**src/gio_pkg.sv**
```systemverilog
package gio_pkg;

  // Register byte addresses; 0x103 is not word aligned, so printed offsets are indices.
  localparam logic [11:0] SERIAL_IO_IDX = 12'h0100;
  localparam logic [11:0] OUT_CLOCK_IDX = 12'h0103;
  localparam logic [11:0] IN_BAND_IDX = 12'h0104;
  localparam logic [13:0] SERIAL_IO_ADDR = {SERIAL_IO_IDX, 2'b00};
  localparam logic [13:0] OUT_CLOCK_ADDR = {OUT_CLOCK_IDX, 2'b00};
  localparam logic [13:0] IN_BAND_ADDR = {IN_BAND_IDX, 2'b00};

  localparam int SIO_PRE_SUPPRESS_BIT = 2;
  localparam int SIO_AUTO_EDGE_BIT = 1;
  localparam int SIO_MANUAL_EDGE_BIT = 0;
  localparam logic [4:0] SIO_RSVD_RESET = 5'h08;
  localparam logic [2:0] SIO_CTRL_RESET = 3'h2;

  localparam int OCK_READY_BIT = 7;
  localparam logic [2:0] OCK_SRC_RESET = 3'h0;
  localparam logic [2:0] OCK_SRC_MAX = 3'h5;
  localparam logic OCK_EN_RESET = 1'b1;
  localparam logic OCK_FREQ_RESET = 1'b0;

  localparam logic IBA_MATCH_RESET = 1'b0;
  localparam logic [1:0] IBA_QUEUE_RESET = 2'h1;
  localparam logic [2:0] IBA_PORT_RESET = 3'h6;
  localparam logic [2:0] IBA_PORT_RSVD = 3'h7;
  localparam logic [15:0] IBA_TAG_RESET = 16'h40fe;

  // Serial clock at or above 25 MHz counts as fast; measured in core clocks at 50 MHz.
  localparam int CLK_HZ = 50_000_000;
  localparam int EDGE_THRESH_HZ = 25_000_000;
  localparam int FAST_PERIOD_CYC = CLK_HZ / EDGE_THRESH_HZ;
  localparam logic [7:0] FAST_PERIOD_MAX = 8'(FAST_PERIOD_CYC);

  typedef struct packed {
    logic pre_suppress;
    logic auto_edge;
    logic manual_edge;
  } gio_sio_s;

  typedef struct packed {
    logic [2:0] src;
    logic enable;
    logic freq_125;
  } gio_ock_s;

  typedef struct packed {
    logic enable;
    logic addr_match;
    logic [1:0] queue;
    logic [2:0] port;
    logic [15:0] tag;
  } gio_iba_s;

endpackage

```
**src/gio_sync3.sv**
```systemverilog
module gio_sync3 (
  input wire logic clk_in,
  input wire logic rst_in,
  input wire logic d_in,
  output logic q_out
);
  logic s1_reg;
  logic s2_reg;
  logic s3_reg;

  always_ff @(posedge clk_in or posedge rst_in) begin
    if (rst_in) begin
      s1_reg <= 1'b0;
      s2_reg <= 1'b0;
      s3_reg <= 1'b0;
    end else begin
      s1_reg <= d_in;
      s2_reg <= s1_reg;
      s3_reg <= s2_reg;
    end
  end

  // The output changes only once the last two stages agree.
  always_ff @(posedge clk_in or posedge rst_in) begin
    if (rst_in) begin
      q_out <= 1'b0;
    end else if (s2_reg == s3_reg) begin
      q_out <= s3_reg;
    end
  end
endmodule

```
**src/gio_edge_sel.sv**
```systemverilog
module gio_edge_sel (
  input wire logic clk_in,
  input wire logic rst_in,
  input wire logic serial_clk_in,
  input wire logic auto_edge_in,
  input wire logic manual_edge_in,
  output logic launch_rising_out
);
  logic sclk_s1_reg;
  logic sclk_s2_reg;
  logic sclk_prev_reg;
  logic [7:0] period_reg;
  logic fast_reg;

  // A fast serial clock toggles every core cycle, so its stages never agree; the
  // period is measured on raw rising edges after the metastability stages instead.
  always_ff @(posedge clk_in or posedge rst_in) begin
    if (rst_in) begin
      sclk_s1_reg <= 1'b0;
      sclk_s2_reg <= 1'b0;
      sclk_prev_reg <= 1'b0;
    end else begin
      sclk_s1_reg <= serial_clk_in;
      sclk_s2_reg <= sclk_s1_reg;
      sclk_prev_reg <= sclk_s2_reg;
    end
  end

  // Serial clock period in core clocks; the counter starts saturated so the first edge reads slow.
  always_ff @(posedge clk_in or posedge rst_in) begin
    if (rst_in) begin
      period_reg <= 8'hff;
      fast_reg <= 1'b0;
    end else begin
      if (sclk_s2_reg && !sclk_prev_reg) begin
        fast_reg <= (period_reg <= gio_pkg::FAST_PERIOD_MAX);
        period_reg <= 8'h01;
      end else if (period_reg != 8'hff) begin
        period_reg <= period_reg + 8'h01;
      end else begin
        fast_reg <= 1'b0;
      end
    end
  end

  always_ff @(posedge clk_in or posedge rst_in) begin
    if (rst_in) begin
      launch_rising_out <= 1'b0;
    end else begin
      launch_rising_out <= auto_edge_in ? fast_reg : manual_edge_in;
    end
  end
endmodule

```
**src/gio_ctrl_regs.sv**
```systemverilog
// How it works
// - Preamble required unless suppression bit set.
// - Suppression affects management serial port only.
// - Auto edge: rising at fast clock, else falling.
// - Auto edge resets set, overrides manual bit.
// - Manual bit: 0 falling, 1 rising.
// - Bit 7 reports selected recovered clock ready.
// - Sync clock source, pin enable, frequency select.
// - In-band enable taken from strap at reset; code resets it to 0, then follows the synchronised strap until a bit 31 write.
// - Address match enable drops mismatched frames.
// - Writing bit 29 resets state machine, self-clears.
// - Response priority queue field, reset 01.
// - In-band port field, code 111 reserved.
// - Tag type field, reset 0x40FE.
//
// The implementer's own choice: the APB interface to the registers.
module gio_ctrl_regs (
  input wire logic clk_in,
  input wire logic rst_in,
  input wire logic psel,
  input wire logic penable,
  input wire logic pwrite,
  input wire logic [31:0] paddr,
  input wire logic [31:0] pwdata,
  input wire logic [3:0] pstrb,
  output logic [31:0] prdata,
  output logic pready,
  output logic pslverr,
  input wire logic in_band_strap_in,
  input wire logic serial_clk_in,
  input wire logic [4:0] recovered_clock_ready_in,
  input wire logic crystal_ready_in,
  input wire logic mgmt_frame_valid_in,
  input wire logic mgmt_frame_preamble_in,
  input wire logic host_frame_valid_in,
  input wire logic in_band_frame_valid_in,
  input wire logic [47:0] in_band_dest_addr_in,
  input wire logic [47:0] switch_mac_addr_in,
  output logic mgmt_cmd_accept_out,
  output logic host_cmd_accept_out,
  output logic spi_serial_out_rising_out,
  output logic [2:0] sync_clock_out_src_out,
  output logic sync_clock_out_en_out,
  output logic sync_clock_out_125_out,
  output gio_pkg::gio_iba_s in_band_access_cfg_out,
  output logic in_band_access_accept_out,
  output logic in_band_access_reset_out
);
  gio_pkg::gio_sio_s sio_reg;
  gio_pkg::gio_ock_s ock_reg;
  gio_pkg::gio_iba_s iba_reg;
  logic iba_reset_reg;
  logic strap_sync;
  logic strap_taken_reg;
  logic rec_ready;
  logic wr_en;
  logic rd_en;
  logic addr_ok;
  logic [13:0] word_addr;

  // True when the address names one of the three registers.
  function automatic logic is_mapped(input logic [13:0] a);
    is_mapped = (a == gio_pkg::SERIAL_IO_ADDR) || (a == gio_pkg::OUT_CLOCK_ADDR) ||
                (a == gio_pkg::IN_BAND_ADDR);
  endfunction

  assign word_addr = paddr[13:0];
  assign addr_ok = is_mapped(word_addr) && (paddr[31:14] == 18'h0_0000) && (paddr[1:0] == 2'b00);
  assign pready = 1'b1;
  assign pslverr = psel && penable && !addr_ok;
  assign wr_en = psel && penable && pwrite && addr_ok;
  // Read data are loaded in the setup cycle so that they stand at the access edge.
  assign rd_en = psel && !penable && !pwrite && addr_ok;

  gio_sync3 u_strap (
    .clk_in(clk_in),
    .rst_in(rst_in),
    .d_in(in_band_strap_in),
    .q_out(strap_sync)
  );

  gio_edge_sel u_edge (
    .clk_in(clk_in),
    .rst_in(rst_in),
    .serial_clk_in(serial_clk_in),
    .auto_edge_in(sio_reg.auto_edge),
    .manual_edge_in(sio_reg.manual_edge),
    .launch_rising_out(spi_serial_out_rising_out)
  );

  // Serial control: only the three low bits are stored; bits 7:3 read fixed.
  always_ff @(posedge clk_in or posedge rst_in) begin
    if (rst_in) begin
      sio_reg <= gio_pkg::SIO_CTRL_RESET;
    end else if (wr_en && word_addr == gio_pkg::SERIAL_IO_ADDR && pstrb[0]) begin
      sio_reg.pre_suppress <= pwdata[gio_pkg::SIO_PRE_SUPPRESS_BIT];
      sio_reg.auto_edge <= pwdata[gio_pkg::SIO_AUTO_EDGE_BIT];
      sio_reg.manual_edge <= pwdata[gio_pkg::SIO_MANUAL_EDGE_BIT];
    end
  end

  always_ff @(posedge clk_in or posedge rst_in) begin
    if (rst_in) begin
      ock_reg.src <= gio_pkg::OCK_SRC_RESET;
      ock_reg.enable <= gio_pkg::OCK_EN_RESET;
      ock_reg.freq_125 <= gio_pkg::OCK_FREQ_RESET;
    end else if (wr_en && word_addr == gio_pkg::OUT_CLOCK_ADDR && pstrb[0]) begin
      ock_reg.src <= pwdata[4:2];
      ock_reg.enable <= pwdata[1];
      ock_reg.freq_125 <= pwdata[0];
    end
  end

  // In-band enable follows the strap until software writes it once after reset.
  always_ff @(posedge clk_in or posedge rst_in) begin
    if (rst_in) begin
      iba_reg.enable <= 1'b0;
      strap_taken_reg <= 1'b0;
      iba_reg.addr_match <= gio_pkg::IBA_MATCH_RESET;
      iba_reg.queue <= gio_pkg::IBA_QUEUE_RESET;
      iba_reg.port <= gio_pkg::IBA_PORT_RESET;
      iba_reg.tag <= gio_pkg::IBA_TAG_RESET;
    end else begin
      if (wr_en && word_addr == gio_pkg::IN_BAND_ADDR) begin
        if (pstrb[3]) begin
          iba_reg.enable <= pwdata[31];
          iba_reg.addr_match <= pwdata[30];
          strap_taken_reg <= 1'b1;
        end else if (!strap_taken_reg) begin
          iba_reg.enable <= strap_sync;
        end
        if (pstrb[2]) begin
          iba_reg.queue <= pwdata[23:22];
          iba_reg.port <= pwdata[18:16];
        end
        if (pstrb[1]) begin
          iba_reg.tag[15:8] <= pwdata[15:8];
        end
        if (pstrb[0]) begin
          iba_reg.tag[7:0] <= pwdata[7:0];
        end
      end else if (!strap_taken_reg) begin
        iba_reg.enable <= strap_sync;
      end
    end
  end

  // Reset request is a one-cycle pulse; the stored bit clears itself.
  always_ff @(posedge clk_in or posedge rst_in) begin
    if (rst_in) begin
      iba_reset_reg <= 1'b0;
    end else begin
      iba_reset_reg <= wr_en && word_addr == gio_pkg::IN_BAND_ADDR && pstrb[3] && pwdata[29];
    end
  end

  assign in_band_access_reset_out = iba_reset_reg;

  always_comb begin
    if (ock_reg.src == gio_pkg::OCK_SRC_RESET) begin
      rec_ready = crystal_ready_in;
    end else if (ock_reg.src <= gio_pkg::OCK_SRC_MAX) begin
      rec_ready = recovered_clock_ready_in[ock_reg.src - 3'h1];
    end else begin
      rec_ready = 1'b0;
    end
  end

  always_ff @(posedge clk_in or posedge rst_in) begin
    if (rst_in) begin
      prdata <= 32'h0000_0000;
    end else if (rd_en) begin
      if (word_addr == gio_pkg::SERIAL_IO_ADDR) begin
        prdata <= {24'h00_0000, gio_pkg::SIO_RSVD_RESET, sio_reg};
      end else if (word_addr == gio_pkg::OUT_CLOCK_ADDR) begin
        prdata <= {24'h00_0000, rec_ready, 2'b00, ock_reg};
      end else begin
        prdata <= {iba_reg.enable, iba_reg.addr_match, 1'b0, 5'h00, iba_reg.queue, 3'h0, iba_reg.port,
                   iba_reg.tag};
      end
    end
  end

  // Management serial commands need a preamble unless suppression is set.
  always_comb begin
    mgmt_cmd_accept_out = mgmt_frame_valid_in && (mgmt_frame_preamble_in || sio_reg.pre_suppress);
    host_cmd_accept_out = host_frame_valid_in;
  end

  always_comb begin
    in_band_access_accept_out = in_band_frame_valid_in && iba_reg.enable && !iba_reset_reg &&
                                (iba_reg.port != gio_pkg::IBA_PORT_RSVD) &&
                                (!iba_reg.addr_match || in_band_dest_addr_in == switch_mac_addr_in);
  end

  assign sync_clock_out_src_out = ock_reg.src;
  assign sync_clock_out_en_out = ock_reg.enable;
  assign sync_clock_out_125_out = ock_reg.freq_125;
  assign in_band_access_cfg_out = iba_reg;
endmodule

```
**config.mk**
```make
export PLATFORM = sky130hd
export DESIGN_NAME = gio_ctrl_regs
export DESIGN_NICKNAME = d
export VERILOG_FILES = /design/src/gio_pkg.sv /design/src/gio_sync3.sv /design/src/gio_edge_sel.sv /design/src/gio_ctrl_regs.sv
export SDC_FILE = /design/constraint.sdc
export NUM_CORES = 1
export LEC_CHECK = 0
export ABC_AREA = 1
export BUFFER_PORTS_ARGS = -buffer_cell sky130_fd_sc_hd__buf_4
export CELL_PAD_IN_SITES_DETAIL_PLACEMENT = 1
export CELL_PAD_IN_SITES_GLOBAL_PLACEMENT = 1
export CORE_UTILIZATION = 31
export DETAILED_ROUTE_END_ITERATION = 10
export PLACE_DENSITY_LB_ADDON = 0.1
export SYNTH_ARGS = -nofsm -noshare
export SYNTH_HDL_FRONTEND = slang
export SYNTH_SLANG_ARGS = --single-unit
```
**constraint.sdc**
```tcl
create_clock -name clk_in -period 2.5 [get_ports clk_in]
set_input_delay 0.375 -clock clk_in [delete_from_list [all_inputs] [get_ports clk_in]]
set_output_delay 0.375 -clock clk_in [all_outputs]
set_load 0.01 [all_outputs]
```
==> results.py, run 1 <==
metrics = {
    "worst_setup_path": {
        "crit_fanout": 1,
        "r2r-start": "u_edge.period_reg[3]$_DFFE_PP1P_",
        "rr_endpoint": "u_edge.period_reg[0]$_DFFE_PP1P_",
        "reg2reg_depth": 8,
        "cp_data_required_time_ns": 2.12,
        "cp.arrival_ns": 1.51,
        "crit_path_end_kind": "primary output",
        "rrSetupSlack_ns": 0.63,
        "critPathLaunchType": "input pin",
        "crit_type": "input pin to primary output",
    },
    "yosys": {
        "yosys-top-cells-area": "dfrtp_1 (29%), dfstp_2 (12%), nand2_1 (12%), xnor2_1 (8.4%), nand3_1 (5.9%)",
        "synth_edf_count": 0,
        "ys.flop_type": "dfrtp_1",
        "yosys.area.top_type": "dfrtp_1",
        "ys_ff_latch": 73,
        "avgSynthCellArea_sq_um": 8.02,
        "syn_inst": 557,
        "syn_area_sq_um": 4470,
        "yosysUniqueCellTypes": 45,
        "synth_commonest_cells": "nand2_1 (145), inv_1 (61), nand3_1 (53)",
        "ys_seq_area_frac": 0.415,
        "synthMostInstantiatedCell": "nand2_1",
        "yosysWarnings": 0,
        "synth_top_area_frac": 0.291,
        "async_reset_ff_frac": 1.00,
    },
    "cts": {
        "cts_tree": "built",
        "numCtsBuffers": 9,
        "cts-hold-fix-buffers": 0,
        "clockRootBuffer": "clkbuf_16",
        "clk_pin_slew_ns": 0.06,
        "cts_resized": 0,
        "insertion_delay_ns": 0.34,
        "cts_setup_buffers": 0,
        "cts_sinks": 73,
        "clock_path_buffers": 2,
        "cts_max_level": 3,
    },
    "global_routing": {
        "antenna_found_initial": 0,
        "grtUsageTotal": 0.202,
        "grt_pass1_vias": 4770,
        "grt_max_degree": 38,
        "gr-total-overflow": 0,
        "grt_pass1_wl_mm": 23.2,
    },
    "timing": {
        "timing.final.crit_share": 0.755,
        "rsz0062_at_grt": "no",
        "drv_slew": 0,
        "final.setup_skew_ns": 0.00776,
        "finalHoldWorstSlack_ns": 0.0965,
        "period_minus_slack_ns": 1.89,
        "setup_tns_ns": 0,
        "tightest_slew_ns": 0.829,
        "setup_viol": 0,
        "maxSlewHeadroom": 0.447,
        "max_freq_ghz": 0.530,
        "hold_viol_final": 0,
    },
    "outcome": {
        "status": "completed",
    },
    "place": {
        "hpwl_mm": 11.6,
        "dpl-instance-area_sq_um": 6290,
        "place_congestion": 0.757,
        "io_buffers": 227,
    },
    "pwr": {
        "vdd_drop_max_uv": 293,
        "p_leak_nw": 3.36,
        "power.density_nw_per_um2": 486,
    },
    "drt": {
        "drt_wl_total_mm": 14.6,
        "vias": 4506,
        "drc": 0,
        "drt-pass1-iter-count": 4,
        "vias_per_cell": 4.65,
        "antenna_left": 0,
        "wl_per_cell_microns": 15.0,
        "drt-initial-drc-count": 107,
    },
    "finish": {
        "final_util": 0.473,
        "nFillCells": 1711,
        "diodes": 0,
        "nNetsFinal": 969,
        "drive_above_1_share": 0.369,
        "fin_area_sq_um": 6610,
        "area_delta_synth_final_pct": 48.1,
    },
    "hold_path": {
        "min_path_type": "input pin to asynchronous set/reset pin",
    },
    "floorplan": {
        "coreArea_sq_um": 14000,
        "io-pin-count": 248,
        "rows": 43,
        "die_w_microns": 122,
        "die-height_microns": 122,
        "die-area_sq_um": 14900,
        "start_util": 0.319,
    },
    "flow_run": {
        "maxCapViolations": 0,
    },
}
## per-stage QoR
step / total power, mW / worst slack [ns] / std cells
2_1_floorplan: 1.55 / 0.306 / 565
3_3_place_gp: 1.83 / 0.385 / 953
3_5_place_dp: 1.85 / 0.336 / 953
4_1_cts: 3.26 / 0.598 / 969
5_1_grt: 3.37 / 0.436 / 969
6_report: 3.22 / 0.613 / 969
## layout by cell type, fill, tap and decap left out, drive strengths merged, types with 4 or more instances in the layout
| master | Yosys | final |
|---|---|---|
| a21oi | 7 | 7 |
| a31oi | 4 | 4 |
| buf | 25 | 233 |
| clkbuf | 0 | 10 |
| clkinv | 2 | 5 |
| conb | 2 | 10 |
| dfrtp | 52 | 52 |
| dfstp | 21 | 21 |
| ha | 4 | 4 |
| inv | 63 | 63 |
| nand2 | 150 | 150 |
| nand3 | 55 | 55 |
| nand4 | 7 | 7 |
| nor2 | 51 | 51 |
| nor4 | 4 | 4 |
| o211ai | 6 | 6 |
| o21ai | 11 | 11 |
| o21bai | 31 | 31 |
| or2 | 4 | 4 |
| xnor2 | 43 | 43 |
## metal layers
metal  part of all wire  vias up  wire length (microns)  global-route usage
met3              0.062       17                    908              0.0454
met5                  0        -                      0                   0
li1                   -     2213                      -                   -
met1               0.40     2135                   5830               0.230
met4              0.015        0                    223              0.0625
met2               0.52      141                   7600               0.371
## worst max-delay path, cell delays in order
cell and delay [ns]:
buf_4 0.11, xnor2_1 0.16, nand2_1 0.08, nor2_1 0.11, nand2_1 0.06, nor2_1 0.17, nand3_1 0.15, a21oi_1 0.15
buf_4 0.13
## worst max-delay path by stage
stage                     cells after the start  slack [ns]                               endpoint              startpoint
after floorplan                               1        0.31  in_band_access_cfg_out[0]$_DFFE_PP0P_                  rst_in
after global placement                       11        0.38                 prdata[14]$_DFFE_PP0P_               paddr[10]
after detailed placement                     11        0.34                 prdata[14]$_DFFE_PP0P_               paddr[10]
after CTS                                     9        0.60              in_band_access_accept_out  switch_mac_addr_in[39]
after global routing                          9        0.44              in_band_access_accept_out  switch_mac_addr_in[45]
final                                         9        0.61              in_band_access_accept_out  switch_mac_addr_in[39]
## kinds of logic (layout without fill, tap and decap cells)
kind of cell | Yosys count | in the layout | share of synthesized area
DFF | 73 | 73 | 0.415
xor gates and xnor gates | 45 | 45 | 0.0883
buffers and inverters | 90 | 314 | 0.0997
adders and majority gates | 5 | 5 | 0.0134
other | 2 | 10 | 0.00168
AOI/OAI and AO/OA | 66 | 66 | 0.102
and+or+nand+nor | 274 | 274 | 0.275
muxes | 2 | 2 | 0.00476
## power breakdown
part / internal (mW) / total, mW / leakage [nW] / switching, mW
Sequential: 1.26 / 1.30 / 0.837 / 0.0492
Combinational: 0.301 / 0.517 / 2.37 / 0.217
Clock: 0.878 / 1.39 / 0.153 / 0.516
Total: 2.43 / 3.22 / 3.36 / 0.782
## layout make-up
cell class	count	area, sq um	share of cell area
repair buffers	233	1770	0.268
well taps	180	225	0.0341
inverters	65	245	0.0371
clock buffers	10	229	0.0346
multi-input cells	402	2200	0.332
flip-flops and latches	73	1850	0.280
clock inverters	6	90.1	0.0136
Power figures use the tool's default switching activity.
==> inputs of run 2 (changes only) <==
--- a/config.mk
+++ b/config.mk
@@ -5,11 +5,11 @@
 export SDC_FILE = /design/constraint.sdc
 export NUM_CORES = 1
 export LEC_CHECK = 0
-export ABC_AREA = 1
+export ABC_AREA = 0
 export BUFFER_PORTS_ARGS = -buffer_cell sky130_fd_sc_hd__buf_4
 export CELL_PAD_IN_SITES_DETAIL_PLACEMENT = 1
 export CELL_PAD_IN_SITES_GLOBAL_PLACEMENT = 1
-export CORE_UTILIZATION = 31
+export CORE_UTILIZATION = 28
 export DETAILED_ROUTE_END_ITERATION = 10
 export PLACE_DENSITY_LB_ADDON = 0.1
 export SYNTH_ARGS = -nofsm -noshare
==> constraint.sdc (replaced) <==
create_clock -name clk_in -period 1.65 [get_ports clk_in]
set_input_delay 0.2475 -clock clk_in [delete_from_list [all_inputs] [get_ports clk_in]]
set_output_delay 0.2475 -clock clk_in [all_outputs]
set_load 0.01 [all_outputs]
==> results.py, run 2 <==
metrics = {
    "timing": {
        "hold_viol_final": 0,
        "timing.final.crit_share": 1.05,
        "max_freq_ghz": 0.576,
        "setup_viol": 35,
        "rsz0062_at_grt": "yes",
        "finalHoldWorstSlack_ns": 0.0171,
        "period_minus_slack_ns": 1.73,
        "drv_slew": 0,
        "final.setup_skew_ns": 0.00499,
        "setup_ws_ns": -0.0848,
    },
    "cts": {
        "clk_pin_slew_ns": 0.06,
        "cts_tree": "built",
        "insertion_delay_ns": 0.34,
        "cts_sinks": 73,
        "numCtsBuffers": 9,
        "clockRootBuffer": "clkbuf_16",
        "cts_max_level": 3,
        "clock_path_buffers": 2,
    },
    "drt": {
        "antenna_left": 0,
        "drt-pass1-iter-count": 4,
        "wl_per_cell_microns": 17.6,
        "drc": 0,
        "vias": 3946,
        "vias_per_cell": 4.71,
        "drt-initial-drc-count": 135,
        "drt_wl_total_mm": 14.7,
    },
    "finish": {
        "layout_commonest_cell": "buf_4",
        "fin_area_sq_um": 7400,
        "area_delta_synth_final_pct": 84.5,
        "drive_above_1_share": 0.661,
        "nNetsFinal": 838,
        "diodes": 0,
        "final_cell_mix": "buf_4 (236), dfrtp_1 (51), xnor2_1 (38)",
        "nFillCells": 1520,
    },
    "outcome": {
        "violations": "setup timing",
        "status": "complete, but fails checks",
    },
    "floorplan": {
        "die-area_sq_um": 14800,
        "die-height_microns": 122,
        "rows": 43,
        "die_w_microns": 122,
        "coreArea_sq_um": 13900,
        "start_util": 0.288,
        "io-pin-count": 248,
    },
    "yosys": {
        "yosys.area.top_type": "dfrtp_1",
        "yosys-top-cells-area": "dfrtp_1 (32%), dfstp_2 (14%), xnor2_1 (11%), mux2_2 (9.8%), nand2_1 (4.8%)",
        "synth_top_area_frac": 0.324,
        "synth_edf_count": 0,
        "yosysWarnings": 0,
        "avgSynthCellArea_sq_um": 10.7,
        "ys.flop_type": "dfrtp_1",
        "synth_commonest_cells": "dfrtp_1 (52), nand2_1 (51), xnor2_1 (50)",
        "ys_ff_latch": 73,
        "ys_seq_area_frac": 0.462,
        "yosysUniqueCellTypes": 46,
        "syn_inst": 374,
        "synthMostInstantiatedCell": "dfrtp_1",
        "syn_area_sq_um": 4010,
        "async_reset_ff_frac": 1.00,
    },
    "pwr": {
        "swShare": 0.227,
        "pwr-share-clk": 0.453,
        "p_sw_mw": 1.17,
        "power.density_nw_per_um2": 696,
        "comb_power_share": 0.168,
        "p_leak_nw": 3.47,
        "p_int_mw": 3.99,
        "finalPower_mw": 5.16,
        "vdd_drop_max_uv": 442,
        "pwr-share-seq": 0.380,
    },
    "worst_setup_path": {
        "crit_type": "input pin to primary output",
        "crit_path_end_kind": "primary output",
        "crit_top_cell": "buf_4",
        "cp_cell_sequence": "buf_6 -> xnor2_2 -> nand4_1 -> nor4_2 -> buf_4 -> nand3_2 -> a21oi_2 -> buf_4",
        "path_delay_family": "simple AND/OR/NAND/NOR gates",
        "crit_fanout": 1,
        "cp.arrival_ns": 1.49,
        "critPathLaunchType": "input pin",
        "critPathBufInv": 3,
        "cp_data_required_time_ns": 1.40,
        "slowest_stage": "nor4_2",
        "slowest_delay_ns": 0.35,
    },
    "global_routing": {
        "antenna_found_initial": 0,
        "grtUsageTotal": 0.190,
        "grt_pass1_vias": 4052,
        "grt_max_degree": 74,
        "gr-total-overflow": 0,
        "grt_pass1_wl_mm": 21.5,
    },
    "place": {
        "io_buffers": 227,
        "place_ws_ns": -0.354,
        "dpl-instance-area_sq_um": 6330,
        "place_congestion": 0.765,
        "hpwl_mm": 11.0,
    },
    "flow_run": {
        "maxCapViolations": 0,
    },
    "hold_path": {
        "min_path_type": "input pin to flip-flop",
    },
}
run 2: changes by cell type after synthesis, moves of 6 or more:
cell,previous run,this run
nand2_1,145,51
inv_1,61,9
nand3_1,53,10
nor2_1,46,10
mux2_2,1,35
o21bai_1,31,0
o21ai_1,3,20
nand4_1,6,14
buf_6,7,0
mux2i_1,1,8
xnor2_1,43,50
o211ai_1,6,0
run 2: worst paths after layout:
| path | start | endpoint | slack (ns) | cells past startpoint |
|---|---|---|---|---|
| hold / removal | serial_clk_in | u_edge.sclk_s1_reg$_DFF_PP0_ | 0.02 | 1 |
| setup / recovery | in_band_dest_addr_in[6] | in_band_access_accept_out | -0.08 | 8 |
| hold reg to reg | u_edge.sclk_s1_reg$_DFF_PP0_ | u_edge.sclk_s2_reg$_DFF_PP0_ | 0.35 | 0 |
| max in group asynchronous | rst_in | in_band_access_cfg_out[5]$_DFFE_PP1P_ | 1.28 | 3 |
| setup reg to reg | sync_clock_out_src_out[1]$_DFFE_PP0P_ | prdata[7]$_DFFE_PP0P_ | -0.06 | 7 |
| min in group asynchronous | rst_in | in_band_access_cfg_out[20]$_DFFE_PP0P_ | 0.03 | 3 |
run 2: power groups by stage:
stage               Combinational [mW]  Clock (mW)  Sequential (mW)
floorplan                        0.327           0             1.97
global placement                 0.770           0             1.98
detailed placement               0.791           0             1.99
CTS                              0.849        2.40             1.96
global route                     0.943        2.46             1.97
finish                           0.864        2.33             1.96
run 2: layer usage:
metal / up-vias / global-route usage / share of wire
met5: - / 0 / 0
met1: 1958 / 0.226 / 0.39
met3: 13 / 0.0459 / 0.046
met4: 0 / 0.0394 / 0.010
met2: 115 / 0.346 / 0.55
li1: 1860 / - / -
run 2: layout make-up:
type | instances | area [sq um] | share of cell area
Multi-Input combinational cell | 280 | 2600 | 0.351
Timing Repair Buffer | 280 | 2330 | 0.315
Sequential cell | 73 | 1850 | 0.250
Clock buffer | 12 | 256 | 0.0346
Tap cell | 180 | 225 | 0.0304
Clock inverter | 4 | 98.8 | 0.0133
Inverter | 9 | 40.0 | 0.00541
run 2: what timing repair did:
action                                 4_1_cts  5_1_grt
setup endpoints to repair                    3       47
gates resized for setup                     49       77
cloned                                       0        3
endpoints found under the hold margin        0        1
hold buffers                                 0        1
pin swaps                                   26       42
setup buffers                                8        5
run 2: per-stage QoR:
stage / std cells / utilization / setup TNS [ns]
floorplan: 382 / - / -4.72
global placement: 808 / 0.454 / -14.26
detailed placement: 808 / 0.454 / -16.61
CTS: 832 / 0.501 / -0.244
global route: 838 / 0.531 / -3.18
finish: 838 / 0.531 / -1.54
run 2: logic make-up (layout without fill, tap and decap cells):
group	Yosys count	in the layout	synth area share
multiplexers	44	44	0.122
AO/OA/AOI/OAI	44	44	0.0673
AND/OR/NAND/NOR	126	126	0.182
flip-flops	73	73	0.462
adder cells (fa/ha/maj)	5	5	0.0150
other	2	10	0.00187
XOR/XNOR	51	51	0.111
buffers and inverters	29	305	0.0390
==> inputs of run 3 (changes only) <==
--- a/config.mk
+++ b/config.mk
@@ -11,7 +11,7 @@
 export CELL_PAD_IN_SITES_GLOBAL_PLACEMENT = 1
 export CORE_UTILIZATION = 28
 export DETAILED_ROUTE_END_ITERATION = 10
-export PLACE_DENSITY_LB_ADDON = 0.1
+export PLACE_DENSITY = 0.81
 export SYNTH_ARGS = -nofsm -noshare
 export SYNTH_HDL_FRONTEND = slang
 export SYNTH_SLANG_ARGS = --single-unit
==> results.py, run 3 (same netlist as run 2, synthesis figures left out) <==
metrics = {
    "timing": {
        "maxSlewHeadroom": 0.665,
        "finalHoldWorstSlack_ns": 0.0231,
        "setup_tns_ns": -3.46,
        "setup_ws_ns": -0.217,
        "setup_viol": 29,
        "drv_slew": 0,
        "timing.final.crit_share": 1.13,
        "tightest_slew_ns": 0.501,
        "hold_viol_final": 0,
        "final.setup_skew_ns": 0.00863,
        "period_minus_slack_ns": 1.87,
        "max_freq_ghz": 0.536,
        "rsz0062_at_grt": "yes",
    },
    "place": {
        "dpl-instance-area_sq_um": 6270,
        "io_buffers": 227,
        "place_congestion": 0.889,
        "hpwl_mm": 12.1,
        "place_ws_ns": -0.365,
    },
    "drt": {
        "drt_wl_total_mm": 17.2,
        "wl_per_cell_microns": 20.5,
        "drt-pass1-iter-count": 4,
        "drt-initial-drc-count": 122,
        "drc": 0,
        "vias": 4054,
        "vias_per_cell": 4.81,
        "antenna_left": 0,
    },
    "floorplan": {
        "start_util": 0.288,
        "die_w_microns": 122,
        "io-pin-count": 248,
        "die-height_microns": 122,
        "die-area_sq_um": 14800,
        "rows": 43,
        "coreArea_sq_um": 13900,
    },
    "finish": {
        "nNetsFinal": 838,
        "final_cell_mix": "buf_4 (245), dfrtp_1 (51), xnor2_1 (36)",
        "nFillCells": 1500,
        "area_delta_synth_final_pct": 85.3,
        "drive_above_1_share": 0.673,
        "fin_area_sq_um": 7440,
        "layout_commonest_cell": "buf_4",
    },
    "worst_setup_path": {
        "cp.arrival_ns": 1.62,
        "crit_type": "input pin to primary output",
        "crit_fanout": 1,
        "crit_path_end_kind": "primary output",
        "critPathLaunchType": "input pin",
        "rrSetupSlack_ns": -0.17,
        "reg2reg_depth": 7,
        "cp_data_required_time_ns": 1.40,
        "rr_endpoint": "prdata[7]$_DFFE_PP0P_",
        "r2r-start": "sync_clock_out_src_out[1]$_DFFE_PP0P_",
    },
    "pwr": {
        "pwr-share-clk": 0.414,
        "comb_power_share": 0.192,
        "finalPower_mw": 5.02,
        "p_leak_nw": 3.47,
        "vdd_drop_max_uv": 571,
        "pwr-share-seq": 0.394,
        "p_int_mw": 3.78,
        "p_sw_mw": 1.24,
        "power.density_nw_per_um2": 675,
        "swShare": 0.247,
    },
    "global_routing": {
        "grtUsageTotal": 0.210,
        "gr-total-overflow": 0,
        "antenna_found_initial": 3,
        "grt_pass1_vias": 4344,
        "grt_pass1_wl_mm": 22.9,
        "grt_max_degree": 74,
    },
    "cts": {
        "insertion_delay_ns": 0.33,
        "clock_path_buffers": 2,
        "numCtsBuffers": 9,
        "cts_tree": "built",
        "cts_sinks": 73,
        "clk_pin_slew_ns": 0.06,
        "clockRootBuffer": "clkbuf_16",
        "cts-hold-fix-buffers": 0,
        "cts_max_level": 3,
    },
    "outcome": {
        "violations": "setup timing",
        "status": "complete, but fails checks",
    },
    "hold_path": {
        "min_path_type": "input pin to asynchronous set/reset pin",
    },
    "flow_run": {
        "maxCapViolations": 0,
    },
}
==> run 3: cell count changes in the layout (fill, tap and decap cells not counted), sizes merged <==
cell and change:
bufinv -1, clkbuf +2, clkinvlp +1, diode +4
dlygate4sd3 -1, inv -1
==> run 3: power by group through the flow <==
stage | sequential [mW] | clock, mW | combinational, mW
global placement | 1.99 | 0 | 0.741
detailed placement | 2.00 | 0 | 0.770
finish | 1.98 | 2.08 | 0.965
CTS | 1.97 | 2.13 | 0.811
floorplan | 1.97 | 0 | 0.327
global route | 1.99 | 2.20 | 1.03
==> run 3: routing by layer <==
metal	track usage	vias to the layer above	wire length [microns]
met2	0.414	152	9910
met3	0.0510	31	980
met5	0	-	0
met4	0.0864	0	585
met1	0.204	2009	5760
li1	-	1862	-
==> run 3: final cells by class <==
type / instances / area [sq um] / area share
Tap cell: 180 / 225 / 0.0303
Clock buffer: 13 / 240 / 0.0323
Multi-Input combinational cell: 280 / 2690 / 0.361
Inverter: 9 / 37.5 / 0.00505
Sequential cell: 73 / 1850 / 0.249
Antenna cell: 4 / 10.0 / 0.00135
Clock inverter: 3 / 67.6 / 0.00908
Timing Repair Buffer: 280 / 2320 / 0.312
==> run 3: through the flow <==
step | cells | util
after detailed placement | 796 | 0.450
after floorplan | 382 | -
after global placement | 796 | 0.450
after global routing | 842 | 0.534
final | 842 | 0.534
after CTS | 822 | 0.488
==> run 3: worst max-delay path, stage by stage <==
cell     delay (ns)
buf_4          0.11
xnor2_1        0.19
nand4_1        0.17
nor4_2         0.29
buf_4          0.16
nand3_2        0.08
a21oi_2        0.14
buf_4          0.13
buf_6          0.10
==> run 3: worst max-delay path by stage <==
stage	startpoint	endpoint	slack (ns)	cells after the start
after floorplan	paddr[15]	sync_clock_out_src_out[0]$_DFFE_PP0P_	-0.19	5
after global placement	paddr[15]	sync_clock_out_src_out[0]$_DFFE_PP0P_	-0.35	7
after detailed placement	paddr[0]	prdata[3]$_DFFE_PP0P_	-0.37	7
after CTS	in_band_dest_addr_in[22]	in_band_access_accept_out	-0.19	9
after global routing	switch_mac_addr_in[8]	in_band_access_accept_out	-0.39	9
final	switch_mac_addr_in[8]	in_band_access_accept_out	-0.22	9
==> run 3: what timing repair did <==
action	4_1_cts	5_1_grt
hold endpoints to repair	0	0
setup endpoints to repair	12	53
buffers inserted	9	14
cloned	1	3
resized for setup	26	107
pin swaps	18	55
